<file path="src/fault_bank_defines.vh">
// constants for the fault, thermal and overcurrent status bank
// assumes inclusion by bare name from the design files
`ifndef FAULT_BANK_DEFINES_VH
`define FAULT_BANK_DEFINES_VH

// register offsets on the internal register port
`define OFS_PWR_FAULT_SECOND 8'hb3
`define OFS_THERM_CRIT       8'hb4
`define OFS_THERM_HOT        8'hb5
`define OFS_OVERCURRENT      8'hb6

// reset values
`define RST_PWR_FAULT_SECOND 8'h00
`define RST_THERM_CRIT       8'h00
`define RST_THERM_HOT        8'h00
`define RST_OVERCURRENT      8'h00

// implemented field widths (bits above are reserved)
`define W_PWR_FAULT          5
`define W_THERM              5
`define W_OVERCURRENT        3

// power fault field positions
`define BIT_AUX_ONE          4
`define BIT_TERM_REG         3
`define BIT_SWITCH_SECOND    2
`define BIT_SWITCH_FIRST     1
`define BIT_AUX_THREE        0

// thermal site positions, shared by critical and hot
`define BIT_REST_OF_DIE      4
`define BIT_TERM_SITE        3
`define BIT_UPPER_RIGHT      2
`define BIT_UPPER_LEFT       1
`define BIT_LOWER_RIGHT      0

// overcurrent positions
`define BIT_BUCK_SIXTH       2
`define BIT_BUCK_SECOND      1
`define BIT_BUCK_FIRST       0

// number of on-die temperature sensors
`define NUM_TEMP_SITES       5

`endif

</file>
<file path="src/fault_thermal_status_bank.v">
// sticky bank of power fault, thermal and overcurrent status flags
// assumes a simple internal register port from the serial control logic;
// event inputs are raw levels from analog detectors, asynchronous to mclk
// read and write strobes never coincide; the serial logic keeps them apart
// an event level must stand two cycles or more, or it may be missed
`timescale 1ns/1ps
`include "fault_bank_defines.vh"

module fault_thermal_status_bank (
  mclk,
  nrst,
  aux_one_regulation_lost,
  termination_regulation_lost,
  switch_second_regulation_lost,
  switch_first_regulation_lost,
  aux_three_regulation_lost,
  site_critical,
  site_warm,
  first_controller_overcurrent,
  second_controller_overcurrent,
  sixth_controller_overcurrent,
  reg_addr,
  reg_wr,
  reg_rd,
  reg_wdata,
  reg_rdata,
  reg_rvalid,
  reg_hit
);
  input  wire                        mclk;
  input  wire                        nrst;
  input  wire                        aux_one_regulation_lost;
  input  wire                        termination_regulation_lost;
  input  wire                        switch_second_regulation_lost;
  input  wire                        switch_first_regulation_lost;
  input  wire                        aux_three_regulation_lost;
  input  wire [`NUM_TEMP_SITES-1:0]  site_critical;  // bit order as register
  input  wire [`NUM_TEMP_SITES-1:0]  site_warm;      // bit order as register
  input  wire                        first_controller_overcurrent;
  input  wire                        second_controller_overcurrent;
  input  wire                        sixth_controller_overcurrent;
  input  wire [7:0]                  reg_addr;
  input  wire                        reg_wr;
  input  wire                        reg_rd;
  input  wire [7:0]                  reg_wdata;
  output reg  [7:0]                  reg_rdata;
  output reg                         reg_rvalid;
  output reg                         reg_hit;

  // ----------------------------------------
  // port timing
  // ----------------------------------------
  // one strobe per cycle, never read and write together
  // answer on the next edge: rvalid and hit for one cycle
  // rdata keeps the last read word until the next read
  // unmapped addresses give no hit and read as zero
  // a zero bit in a write leaves its flag alone
  // an event reaches its flag five edges after it rises
  // a condition still present sets its flag again at once,
  // so software must remove the cause before clearing

  // one-hot register selects, bit order follows the offsets
  localparam [3:0] SEL_NONE = 4'h0;
  localparam [3:0] SEL_PWR  = 4'h1;
  localparam [3:0] SEL_CRIT = 4'h2;
  localparam [3:0] SEL_HOT  = 4'h4;
  localparam [3:0] SEL_OC   = 4'h8;

  // ----------------------------------------
  // address decode
  // ----------------------------------------
  // returns the one-hot register select for an address;
  // used by the strobes and by the hit flag
  function [3:0] decode;
    input [7:0] addr;
    begin
      case (addr)
        `OFS_PWR_FAULT_SECOND: decode = SEL_PWR;
        `OFS_THERM_CRIT:       decode = SEL_CRIT;
        `OFS_THERM_HOT:        decode = SEL_HOT;
        `OFS_OVERCURRENT:      decode = SEL_OC;
        default:               decode = SEL_NONE;
      endcase
    end
  endfunction

  // ----------------------------------------
  // implemented bit masks
  // ----------------------------------------
  // reserved positions kept out
  // the sub-registers are narrow already; the mask keeps the
  // reserved bits dead on both the clear and the read path
  function [7:0] impl_mask;
    input [3:0] sel;
    begin
      case (sel)
        SEL_PWR:  impl_mask = {{(8-`W_PWR_FAULT){1'b0}}, {`W_PWR_FAULT{1'b1}}};
        SEL_CRIT: impl_mask = {{(8-`W_THERM){1'b0}}, {`W_THERM{1'b1}}};
        SEL_HOT:  impl_mask = {{(8-`W_THERM){1'b0}}, {`W_THERM{1'b1}}};
        SEL_OC:   impl_mask = {{(8-`W_OVERCURRENT){1'b0}}, {`W_OVERCURRENT{1'b1}}};
        default:  impl_mask = 8'h00;
      endcase
    end
  endfunction

  wire [3:0] wr_sel;
  wire [3:0] rd_sel;

  assign wr_sel = reg_wr ? decode(reg_addr) : SEL_NONE;
  assign rd_sel = reg_rd ? decode(reg_addr) : SEL_NONE;

  wire [7:0] clr_data;

  assign clr_data = reg_wdata & impl_mask(wr_sel);

  // ----------------------------------------
  // event gathering
  // ----------------------------------------
  // discrete rail and buck inputs packed in register order
  wire [`W_PWR_FAULT-1:0]   pwr_raw;
  wire [`W_OVERCURRENT-1:0] oc_raw;

  assign pwr_raw[`BIT_AUX_ONE]       = aux_one_regulation_lost;
  assign pwr_raw[`BIT_TERM_REG]      = termination_regulation_lost;
  assign pwr_raw[`BIT_SWITCH_SECOND] = switch_second_regulation_lost;
  assign pwr_raw[`BIT_SWITCH_FIRST]  = switch_first_regulation_lost;
  assign pwr_raw[`BIT_AUX_THREE]     = aux_three_regulation_lost;

  assign oc_raw[`BIT_BUCK_SIXTH]  = sixth_controller_overcurrent;
  assign oc_raw[`BIT_BUCK_SECOND] = second_controller_overcurrent;
  assign oc_raw[`BIT_BUCK_FIRST]  = first_controller_overcurrent;

  // event levels after the synchronisers
  wire [`W_PWR_FAULT-1:0]   pwr_lvl;
  wire [`W_THERM-1:0]       crit_lvl;
  wire [`W_THERM-1:0]       hot_lvl;
  wire [`W_OVERCURRENT-1:0] oc_lvl;

  // detectors are analog, so every event crosses into mclk first
  // a change counts once two stages agree, so one-cycle noise is dropped
  event_sync #(
    .WIDTH (`W_PWR_FAULT)
  ) u_sync_pwr (
    .mclk      (mclk),
    .nrst      (nrst),
    .async_in  (pwr_raw),
    .level_out (pwr_lvl)
  );

  // sites feed bits in register order
  event_sync #(
    .WIDTH (`W_THERM)
  ) u_sync_crit (
    .mclk      (mclk),
    .nrst      (nrst),
    .async_in  (site_critical),
    .level_out (crit_lvl)
  );

  event_sync #(
    .WIDTH (`W_THERM)
  ) u_sync_hot (
    .mclk      (mclk),
    .nrst      (nrst),
    .async_in  (site_warm),
    .level_out (hot_lvl)
  );

  event_sync #(
    .WIDTH (`W_OVERCURRENT)
  ) u_sync_oc (
    .mclk      (mclk),
    .nrst      (nrst),
    .async_in  (oc_raw),
    .level_out (oc_lvl)
  );

  // ----------------------------------------
  // sticky flag registers
  // ----------------------------------------
  // one instance per register; a set beats a clear in the same cycle
  // flag words as they read, reserved bits added at the mux
  wire [`W_PWR_FAULT-1:0]   pwr_flags;
  wire [`W_THERM-1:0]       crit_flags;
  wire [`W_THERM-1:0]       hot_flags;
  wire [`W_OVERCURRENT-1:0] oc_flags;

  // regulation loss flags, write one clears
  // the clear uses the masked write word, never the raw bus
  sticky_reg #(
    .WIDTH (`W_PWR_FAULT)
  ) u_pwr (
    .mclk      (mclk),
    .nrst      (nrst),
    .event_lvl (pwr_lvl),
    .clr_en    (wr_sel[0]),
    .clr_mask  (clr_data[`W_PWR_FAULT-1:0]),
    .flags     (pwr_flags)
  );

  // critical temperature flags
  // sensor order equals bit order, so no remap here
  sticky_reg #(
    .WIDTH (`W_THERM)
  ) u_crit (
    .mclk      (mclk),
    .nrst      (nrst),
    .event_lvl (crit_lvl),
    .clr_en    (wr_sel[1]),
    .clr_mask  (clr_data[`W_THERM-1:0]),
    .flags     (crit_flags)
  );

  // hot temperature flags
  // a site can be hot and critical at once; both flags latch
  sticky_reg #(
    .WIDTH (`W_THERM)
  ) u_hot (
    .mclk      (mclk),
    .nrst      (nrst),
    .event_lvl (hot_lvl),
    .clr_en    (wr_sel[2]),
    .clr_mask  (clr_data[`W_THERM-1:0]),
    .flags     (hot_flags)
  );

  // low-side driver overcurrent flags
  // only three controllers are watched; bits 7..3 read zero
  sticky_reg #(
    .WIDTH (`W_OVERCURRENT)
  ) u_oc (
    .mclk      (mclk),
    .nrst      (nrst),
    .event_lvl (oc_lvl),
    .clr_en    (wr_sel[3]),
    .clr_mask  (clr_data[`W_OVERCURRENT-1:0]),
    .flags     (oc_flags)
  );

  // ----------------------------------------
  // read mux
  // ----------------------------------------
  reg [7:0] nxt_rdata;

  // reserved upper bits padded with zero, writes never reach them
  always @* begin
    nxt_rdata = 8'h00;
    case (rd_sel)
      SEL_PWR: nxt_rdata = {3'h0, pwr_flags};
      SEL_CRIT: nxt_rdata = {3'h0, crit_flags};
      SEL_HOT: nxt_rdata = {3'h0, hot_flags};
      SEL_OC: nxt_rdata = {5'h00, oc_flags};
      default: nxt_rdata = 8'h00;
    endcase
    // mask again so no field leaks into a reserved bit
    nxt_rdata = nxt_rdata & impl_mask(rd_sel);
  end

  // ----------------------------------------
  // registered answer
  // ----------------------------------------
  // read data is a snapshot of the flags in the request cycle
  // rdata is left alone on other cycles, so a slow serial side
  // can shift it out at leisure; rvalid marks the fresh word
  // hit covers writes as well, so a write can be confirmed
  always @(posedge mclk or negedge nrst) begin
    if (!nrst) begin
      reg_rdata  <= 8'h00;
      reg_rvalid <= 1'b0;
      reg_hit    <= 1'b0;
    end else begin
      reg_rvalid <= reg_rd;
      reg_hit    <= ((reg_rd | reg_wr) && (decode(reg_addr) != 4'h0));
      if (reg_rd) begin
        reg_rdata <= nxt_rdata;
      end
    end
  end

endmodule // fault_thermal_status_bank

</file>
<file path="src/event_sync.v">
// three-stage synchroniser with agreement filter for a bus of event levels
// assumes inputs are asynchronous to mclk; output is a clean level
`timescale 1ns/1ps

module event_sync #(
  parameter WIDTH = 5
) (
  mclk,
  nrst,
  async_in,
  level_out
);
  input  wire             mclk;
  input  wire             nrst;
  input  wire [WIDTH-1:0] async_in;
  output reg  [WIDTH-1:0] level_out;

  reg [WIDTH-1:0] meta_ff;
  reg [WIDTH-1:0] sync_a_ff;
  reg [WIDTH-1:0] sync_b_ff;

  // ----------------------------------------
  // synchroniser chain
  // ----------------------------------------
  // first stage is read only by the second
  always @(posedge mclk or negedge nrst) begin
    if (!nrst) begin
      meta_ff   <= {WIDTH{1'b0}};
      sync_a_ff <= {WIDTH{1'b0}};
      sync_b_ff <= {WIDTH{1'b0}};
    end else begin
      meta_ff   <= async_in;
      sync_a_ff <= meta_ff;
      sync_b_ff <= sync_a_ff;
    end
  end

  // ----------------------------------------
  // agreement filter
  // ----------------------------------------
  // a change counts only once stages two and three agree
  genvar i;
  generate
    for (i = 0; i < WIDTH; i = i + 1) begin : g_agree
      always @(posedge mclk or negedge nrst) begin
        if (!nrst) begin
          level_out[i] <= 1'b0;
        end else if (sync_a_ff[i] == sync_b_ff[i]) begin
          level_out[i] <= sync_b_ff[i];
        end
      end
    end
  endgenerate

endmodule // event_sync

</file>
<file path="src/sticky_reg.v">
// one sticky status register, write one to clear
// assumes event levels already in mclk domain; reserved bits handled by caller
`timescale 1ns/1ps

module sticky_reg #(
  parameter WIDTH = 5
) (
  mclk,
  nrst,
  event_lvl,
  clr_en,
  clr_mask,
  flags
);
  input  wire             mclk;
  input  wire             nrst;
  input  wire [WIDTH-1:0] event_lvl;
  input  wire             clr_en;
  input  wire [WIDTH-1:0] clr_mask;
  output wire [WIDTH-1:0] flags;

  reg  [WIDTH-1:0] flags_ff;
  wire [WIDTH-1:0] nxt_flags;

  // set wins over clear so an event in the clearing cycle survives
  // latch until cleared
  assign nxt_flags = event_lvl | (flags_ff & ~(clr_en ? clr_mask : {WIDTH{1'b0}}));

  // ----------------------------------------
  // flag storage
  // ----------------------------------------
  always @(posedge mclk or negedge nrst) begin
    if (!nrst) begin
      flags_ff <= {WIDTH{1'b0}};
    end else begin
      flags_ff <= nxt_flags;
    end
  end

  assign flags = flags_ff;

endmodule // sticky_reg

</file>
<file path="config.mk">
export PLATFORM = sky130hd
export DESIGN_NAME = fault_thermal_status_bank
export DESIGN_NICKNAME = d
export VERILOG_FILES = /design/src/fault_thermal_status_bank.v /design/src/event_sync.v /design/src/sticky_reg.v
export VERILOG_INCLUDE_DIRS = /design/src
export SDC_FILE = /design/constraint.sdc
export NUM_CORES = 1
export LEC_CHECK = 0
export ABC_AREA = 1
export BUFFER_PORTS_ARGS = -buffer_cell sky130_fd_sc_hd__buf_2
export CAP_MARGIN = 20
export CORE_UTILIZATION = 40
export CTS_CLUSTER_SIZE = 12
export DETAILED_ROUTE_END_ITERATION = 8
export GPL_ROUTABILITY_DRIVEN = 0
export PLACE_DENSITY = 0.66
export SETUP_SLACK_MARGIN = 0.02
export SLEW_MARGIN = 30
export SYNTH_ARGS = -nofsm -noshare
export SYNTH_HDL_FRONTEND = slang
export SYNTH_SLANG_ARGS = --single-unit
</file>
<file path="constraint.sdc">
create_clock -name mclk -period 1.1 [get_ports mclk]
set_clock_uncertainty 0.15 [all_clocks]
set_input_delay 0.11 -clock mclk [delete_from_list [all_inputs] [get_ports mclk]]
set_output_delay 0.11 -clock mclk [all_outputs]
set_load 0.05 [all_outputs]
</file>
Yosys cells after proc, flatten, opt, wreduce, memory -nomap -nowiden
Cells that the tools add are included.
{ "totals": {"in_bits": 38, "reg_bits": 100, "out_inout_bits": 10, "elab_cells": 96} }
{ "op_classes": {"n_bitwise": 15, "muxes": 10, "reduce_logical": 4, "n_eq_ne": 30} }
{ "op_table": {"columns": ["operator", "count"], "rows": [
  ["$eq A8 B8 Y1 const B", 4],
  ["$and A5 B5 Y5", 4],
  ["$pmux W5 S2", 2],
  ["$pmux W5 S4", 1],
  ["$eq A1 B1 Y1", 18],
  ["$pmux W4 S4", 1],
  ["$mux W5", 3],
  ["$not A5 Y5", 3],
  ["$or A5 B5 Y5", 3],
  ["$and A8 B8 Y8", 1],
  ["$eq A4 B1 Y1 const B", 2],
  ["$eq A4 B2 Y1 const B", 2],
  ["$eq A4 B3 Y1 const B", 2],
  ["$eq A4 B4 Y1 const B", 2],
  ["$mux W4", 2],
  ["$reduce_or A3 Y1", 2],
  ["$reduce_bool A4 Y1", 1],
  ["$and A3 B3 Y3", 1],
  ["$mux W3", 1],
  ["$not A3 Y3", 1],
  ["$or A3 B3 Y3", 1],
  ["$logic_and A1 B1 Y1", 1],
  ["$or A1 B1 Y1", 1]
]} }

Logic depth before layout (Yosys ltp)
{ "depth": {"word_depth": 11, "ltp_mapped": 9, "depth_no_buf": 9} }

Cells and area by module
Synthesis repeated with hierarchy kept, for this count alone.
{ "unflattened": {"cells_unflattened": 334, "area_unflattened_um2": 3464.6} }
{ "modules_own_cells": {"columns": ["mod", "n_inst", "cells_per_inst", "seq_area_each_um2", "area_each_um2"], "rows": [
  ["event_sync at u_sync_crit ...", 3, 40, 500.5, 581.8],
  ["fault_thermal_status_bank", 1, 100, 175.2, 649.4],
  ["sticky_reg at u_crit ...", 3, 25, 125.1, 200.2],
  ["event_sync at u_sync_oc", 1, 24, 300.3, 349.1],
  ["sticky_reg at u_oc", 1, 15, 75.1, 120.1]
]} }

Least setup slack after synthesis
No wires, ideal clock.
{ "synth_path": {"kind": "input port to flip-flop", "from": "input reg_addr[6]", "to": "register u_pwr.flags_ff[3], in the netlist u_pwr.flags[3]", "n_path_buf": 0, "arrival_time_ns": 0.882, "path_slack_ns": -0.052, "required_time_ns": 0.829, "cell_stages": 8, "setup_time_ns": 0.121, "cell_sequence": "inv_1 > nand2_1 > nor2_4 > nand3_2 > nand3_1 > nand2_1 > o21ai_1 > nand2_1"} }
{ "synth_via": {"elab_chain_cells": 11, "elab_cells_between_ends": 17, "cone_classes": "8 x eq/ne; 4 x mux; 4 x bitwise; 1 x reduce/logical"} }
{ "synth_rtl": {"columns": ["item", "line", "text"], "rows": [
  ["from (decl)", "fault_thermal_status_bank.v:42", "input wire [7:0] reg_addr;"],
  ["$eq A8 B8 Y1", "fault_thermal_status_bank.v:77", "case (addr)"],
  ["$pmux W4 S4 *", "fault_thermal_status_bank.v:77", null],
  ["$mux W4 *", "fault_thermal_status_bank.v:109", "assign wr_sel = reg_wr ? decode(reg_addr) : SEL_NONE;"],
  ["$eq A4 B3 Y1 (tied with other cells)", "fault_thermal_status_bank.v:96", "case (sel)"],
  ["$reduce_or A3 Y1 (no line)", null, null],
  ["$pmux W5 S2", "fault_thermal_status_bank.v:96", null],
  ["$and A5 B5 Y5", "fault_thermal_status_bank.v:114", "assign clr_data = reg_wdata & impl_mask(wr_sel);"],
  ["$mux W5 *", "sticky_reg.v:27", "assign nxt_flags = event_lvl | (flags_ff & ~(clr_en ? clr_mask : {WIDTH{1'b0}}));"],
  ["$not A5 Y5 *", "sticky_reg.v:27", null],
  ["$and A5 B5 Y5 *", "sticky_reg.v:27", null],
  ["$or A5 B5 Y5 *", "sticky_reg.v:27", null],
  ["net u_pwr.nxt_flags[3]", "sticky_reg.v:23", "wire [WIDTH-1:0] nxt_flags;"],
  ["to (signal assigned)", "sticky_reg.v:34", "flags_ff <= {WIDTH{1'b0}};"],
  ["to (signal assigned)", "sticky_reg.v:36", "flags_ff <= nxt_flags;"],
  ["to (decl)", "sticky_reg.v:22", "reg [WIDTH-1:0] flags_ff;"]
]} }
The timed path passes the listed nets; every way through them passes the cells marked *.
A chain may end at the register's enable or synchronous reset.

Worst setup path after layout
{ "layout_path": {"from": "register reg_rdata[3]", "to": "output reg_rdata[3]"} }
{ "layout_rtl": {"columns": ["item", "line", "text"], "rows": [
  ["from (decl)", "fault_thermal_status_bank.v:46", "output reg [7:0] reg_rdata;"],
  ["from (signal assigned)", "fault_thermal_status_bank.v:275", "reg_rdata <= nxt_rdata;"]
]} }
No word-level cell between the ends.

==> results.py <==
metrics = {
    "synthesis": {
        "ys_seq_area_share_pct": 74.73,
        "synth_compound_area_share_pct": 3.274,
        "ys_warn_count": 0,
        "synthAdderAreaFrac_pct": 5.547,
        "synth_top_family_by_area": "simple AND/OR/NAND/NOR gates",
        "yosysTopAreaCellShare_pct": 74.73,
        "synth_ff_type": "dfrtp_1",
        "synth_area_per_cell_um2": 12.84,
        "synth_seq_cells": 97,
        "synthArstFlopShare_pct": 100.0,
        "yosys.area.top_type": "dfrtp_1",
        "synth_edf_count": 0,
        "synth_xor_area_share_pct": 0,
        "synth.area.top_cells": "dfrtp_1, nand2_1, maj3_1",
        "yosysMostFrequentCell": "dfrtp_1",
        "netlist_area_mm2": 0.003248,
        "syn_inst": 253,
        "synth_cell_type_count": 20,
        "muxShareOfSynthArea_pct": 0,
        "synth_simple_gate_area_share_pct": 12.25,
        "synthTopCellsByCount": "dfrtp_1, nand2_1, inv_1",
    },
    "clock_tree": {
        "htree_levels": 3,
        "cts.sinks": 97,
        "clk_path_buf_depth": 2,
        "cts_root_buffer": "clkbuf_8",
        "worstSkewPairLatency_ns": 0.35,
        "cts_tree": "built",
        "cts_buffers": 9,
        "path_clk_slew_ns": 0.09,
    },
    "critical_path": {
        "crit_start": "reg_rdata[3]",
        "start_kind": "flop",
        "r2r_start": "reg_rdata[4]",
        "crit_type": "flop to output pin",
        "cpPeakStageDelay_ns": 0.42,
        "arrival_ns": 0.93,
        "crit_slowest_cell": "dfrtp_1",
        "end_kind": "output pin",
        "cp_cell_sequence": "buf_6",
        "path_delay_family": "flip-flops",
        "crit_buf_inv": 1,
        "required_ns": 0.84,
        "crit_fanout": 2,
    },
    "grt": {
        "antenna_found_initial": 0,
        "grt_max_degree": 31,
        "met3_usage_pct": 3.234,
        "overflow": 0,
        "groute.layer.met1.usage_pct": 18.64,
        "grt_pass1_vias": 2079,
        "grt.total_usage_pct": 14.29,
        "busiest_layer": "met2",
        "gr-usage-met2_pct": 23.32,
        "grt_pass1_wl_um": 9363,
    },
    "timing": {
        "hold-worst-slack_ns": 0.04229,
        "grt_setup_unrepaired": "true",
        "max_freq_mhz": 840.6,
        "hold_viol_final": 0,
        "worst_slack_ns": -0.08964,
        "setup_violations": 7,
        "period_needed_ns": 1.190,
        "post-route-period-util_pct": 108.1,
        "drv_slew": 0,
    },
    "hold_path": {
        "min_path_type": "input pin to async pin",
    },
    "run_status": {
        "violations": "setup timing",
        "outcome": "finished, violations left",
    },
    "route": {
        "vias": 1989,
        "drtPass1Iterations": 4,
        "wl_um": 5280,
        "drtIter0Drc": 99,
        "drcViolationCount": 0,
        "antenna_left": 0,
        "post_drt_wl_per_cell_um": 11.60,
        "via_per_inst": 4.371,
    },
    "place": {
        "hpwl_um": 3586,
        "placed_area_mm2": 0.003679,
        "io_buffers": 41,
    },
    "floorplanning": {
        "initial_utilization_pct": 41.60,
        "ios": 48,
        "rows": 32,
        "core-area_mm2": 0.007807,
        "die_area_mm2": 0.008484,
        "die_x_um": 92.11,
        "die_h_um": 92.11,
    },
    "power_and_ir_drop": {
        "p_per_area_mw_per_mm2": 1463,
        "p_total_uw": 6302,
        "max-vdd-ir-drop_v": 0.0006753,
        "total_leakage_power_uw": 0.002055,
    },
    "job": {
        "cap_violations": 0,
    },
    "final_layout": {
        "final_layout_size_suffix_gt1_share_pct": 26.63,
        "finalNetCount": 387,
        "syn_to_final_growth_pct": 32.59,
        "stdcell_area_mm2": 0.004307,
        "diodes": 0,
    },
}
-- layout make-up --
type | instances | area [um^2]
Clock inverter | 4 | 28.78
Multi-Input combinational cell | 126 | 767.0
Inverter | 28 | 105.1
Tap cell | 102 | 127.6
Sequential cell | 97 | 2427
Fill cell | 675 | 3501
Clock buffer | 11 | 151.4
Timing Repair Buffer | 87 | 699.4
-- flip-flops by register name, summed over array words and instances (netlist names) --
| name | count |
|---|---|
| u_sync_hot.meta_ff | 5 |
| u_sync_oc.level_out | 3 |
| u_pwr.flags | 5 |
| u_sync_hot.sync_b_ff | 5 |
| u_sync_oc.sync_a_ff | 3 |
| u_sync_pwr.meta_ff | 5 |
| u_sync_oc.meta_ff | 3 |
| u_sync_pwr.sync_b_ff | 5 |
| reg_rvalid | 1 |
| u_sync_hot.sync_a_ff | 5 |
| u_sync_pwr.level_out | 5 |
| u_sync_crit.sync_b_ff | 5 |
| u_oc.flags | 3 |
| u_sync_crit.sync_a_ff | 5 |
| reg_rdata | 5 |
| u_sync_oc.sync_b_ff | 3 |
| u_crit.flags | 5 |
| u_hot.flags | 5 |
| u_sync_pwr.sync_a_ff | 5 |
| u_sync_crit.level_out | 5 |
| u_sync_hot.level_out | 5 |
| u_sync_crit.meta_ff | 5 |
| reg_hit | 1 |
-- repair_timing --
item                                    CTS  global route
buffers inserted                          5             3
endpoints found under the setup margin    7            13
resized for setup                        14            15
hold endpoints to repair                135             0
pin swaps                                 0             1
hold buffers                             26             0
-- layer usage --
metal  wire length (um)  part of all wire, %
met1               2435                   46
met2               2576                   49
met3                184                  3.5
met4                 84                  1.6
met5                  0                    0
-- power by group --
| group | switching [uW] | internal, uW | total (uW) |
|---|---|---|---|
| registers | 78.6 | 3730 | 3810 |
| clock network | 1130 | 933 | 2060 |
| logic | 216 | 211 | 428 |
-- cells by family after synthesis --
kind of cell	count (synthesis)
other cells	1
buf+inv	32
fa+ha+maj	18
compound gates	16
simple gates	89
flops	97
-- placed cells by master (no fill, tap or decap) --
| master | instances |
|---|---|
| o21ai_1 | 3 |
| o31ai_1 | 3 |
| nand4_1 | 2 |
| nor2_2 | 2 |
| nand2_1 | 55 |
| nor2_4 | 4 |
| dfrtp_1 | 97 |
| maj3_1 | 18 |
| nor3_2 | 1 |
| clkinv_4 | 1 |
| nand2_2 | 2 |
| nand4_2 | 1 |
| buf_12 | 3 |
| nand3_1 | 7 |
| o21bai_1 | 6 |
| buf_4 | 18 |
| clkinvlp_4 | 2 |
| clkinv_2 | 1 |
| buf_6 | 7 |
| clkbuf_8 | 11 |
| nor2_1 | 11 |
| dlygate4sd3_1 | 26 |
| inv_1 | 27 |
| conb_1 | 3 |
| a41oi_1 | 1 |
| nand3_4 | 4 |
| inv_2 | 1 |
| buf_2 | 33 |
| o21ai_2 | 3 |
-- per-stage QoR --
stage | setup slack, ns | instances | utilization, % | setup TNS (ns)
2_1_floorplan | -0.05235 | 255 | - | -0.5352
3_3_place_gp | -0.2125 | 406 | 47.12 | -4.150
3_5_place_dp | -0.2708 | 406 | 47.12 | -4.747
4_1_cts | -0.1106 | 452 | 53.80 | -0.5355
5_1_grt | -0.1311 | 455 | 55.16 | -0.7173
6_report | -0.08964 | 455 | 55.16 | -0.3850
-- final timing paths --
| kind | slack (ns) | end | cells past startpoint |
|---|---|---|---|
| worst max-delay path | -0.09 | reg_rdata[3] | 1 |
| worst min-delay path | 0.04 | u_sync_pwr.sync_a_ff[4] | 2 |
| worst max register to register | 0.05 | reg_rdata[4] | 4 |
| worst min register to register | 0.19 | u_sync_crit.sync_a_ff[4] | 0 |
| max in group asynchronous | 0.32 | u_sync_hot.sync_b_ff[1] | 3 |
| min in group mclk | 0.06 | reg_hit | 4 |
(Power assumes the default switching activity.)
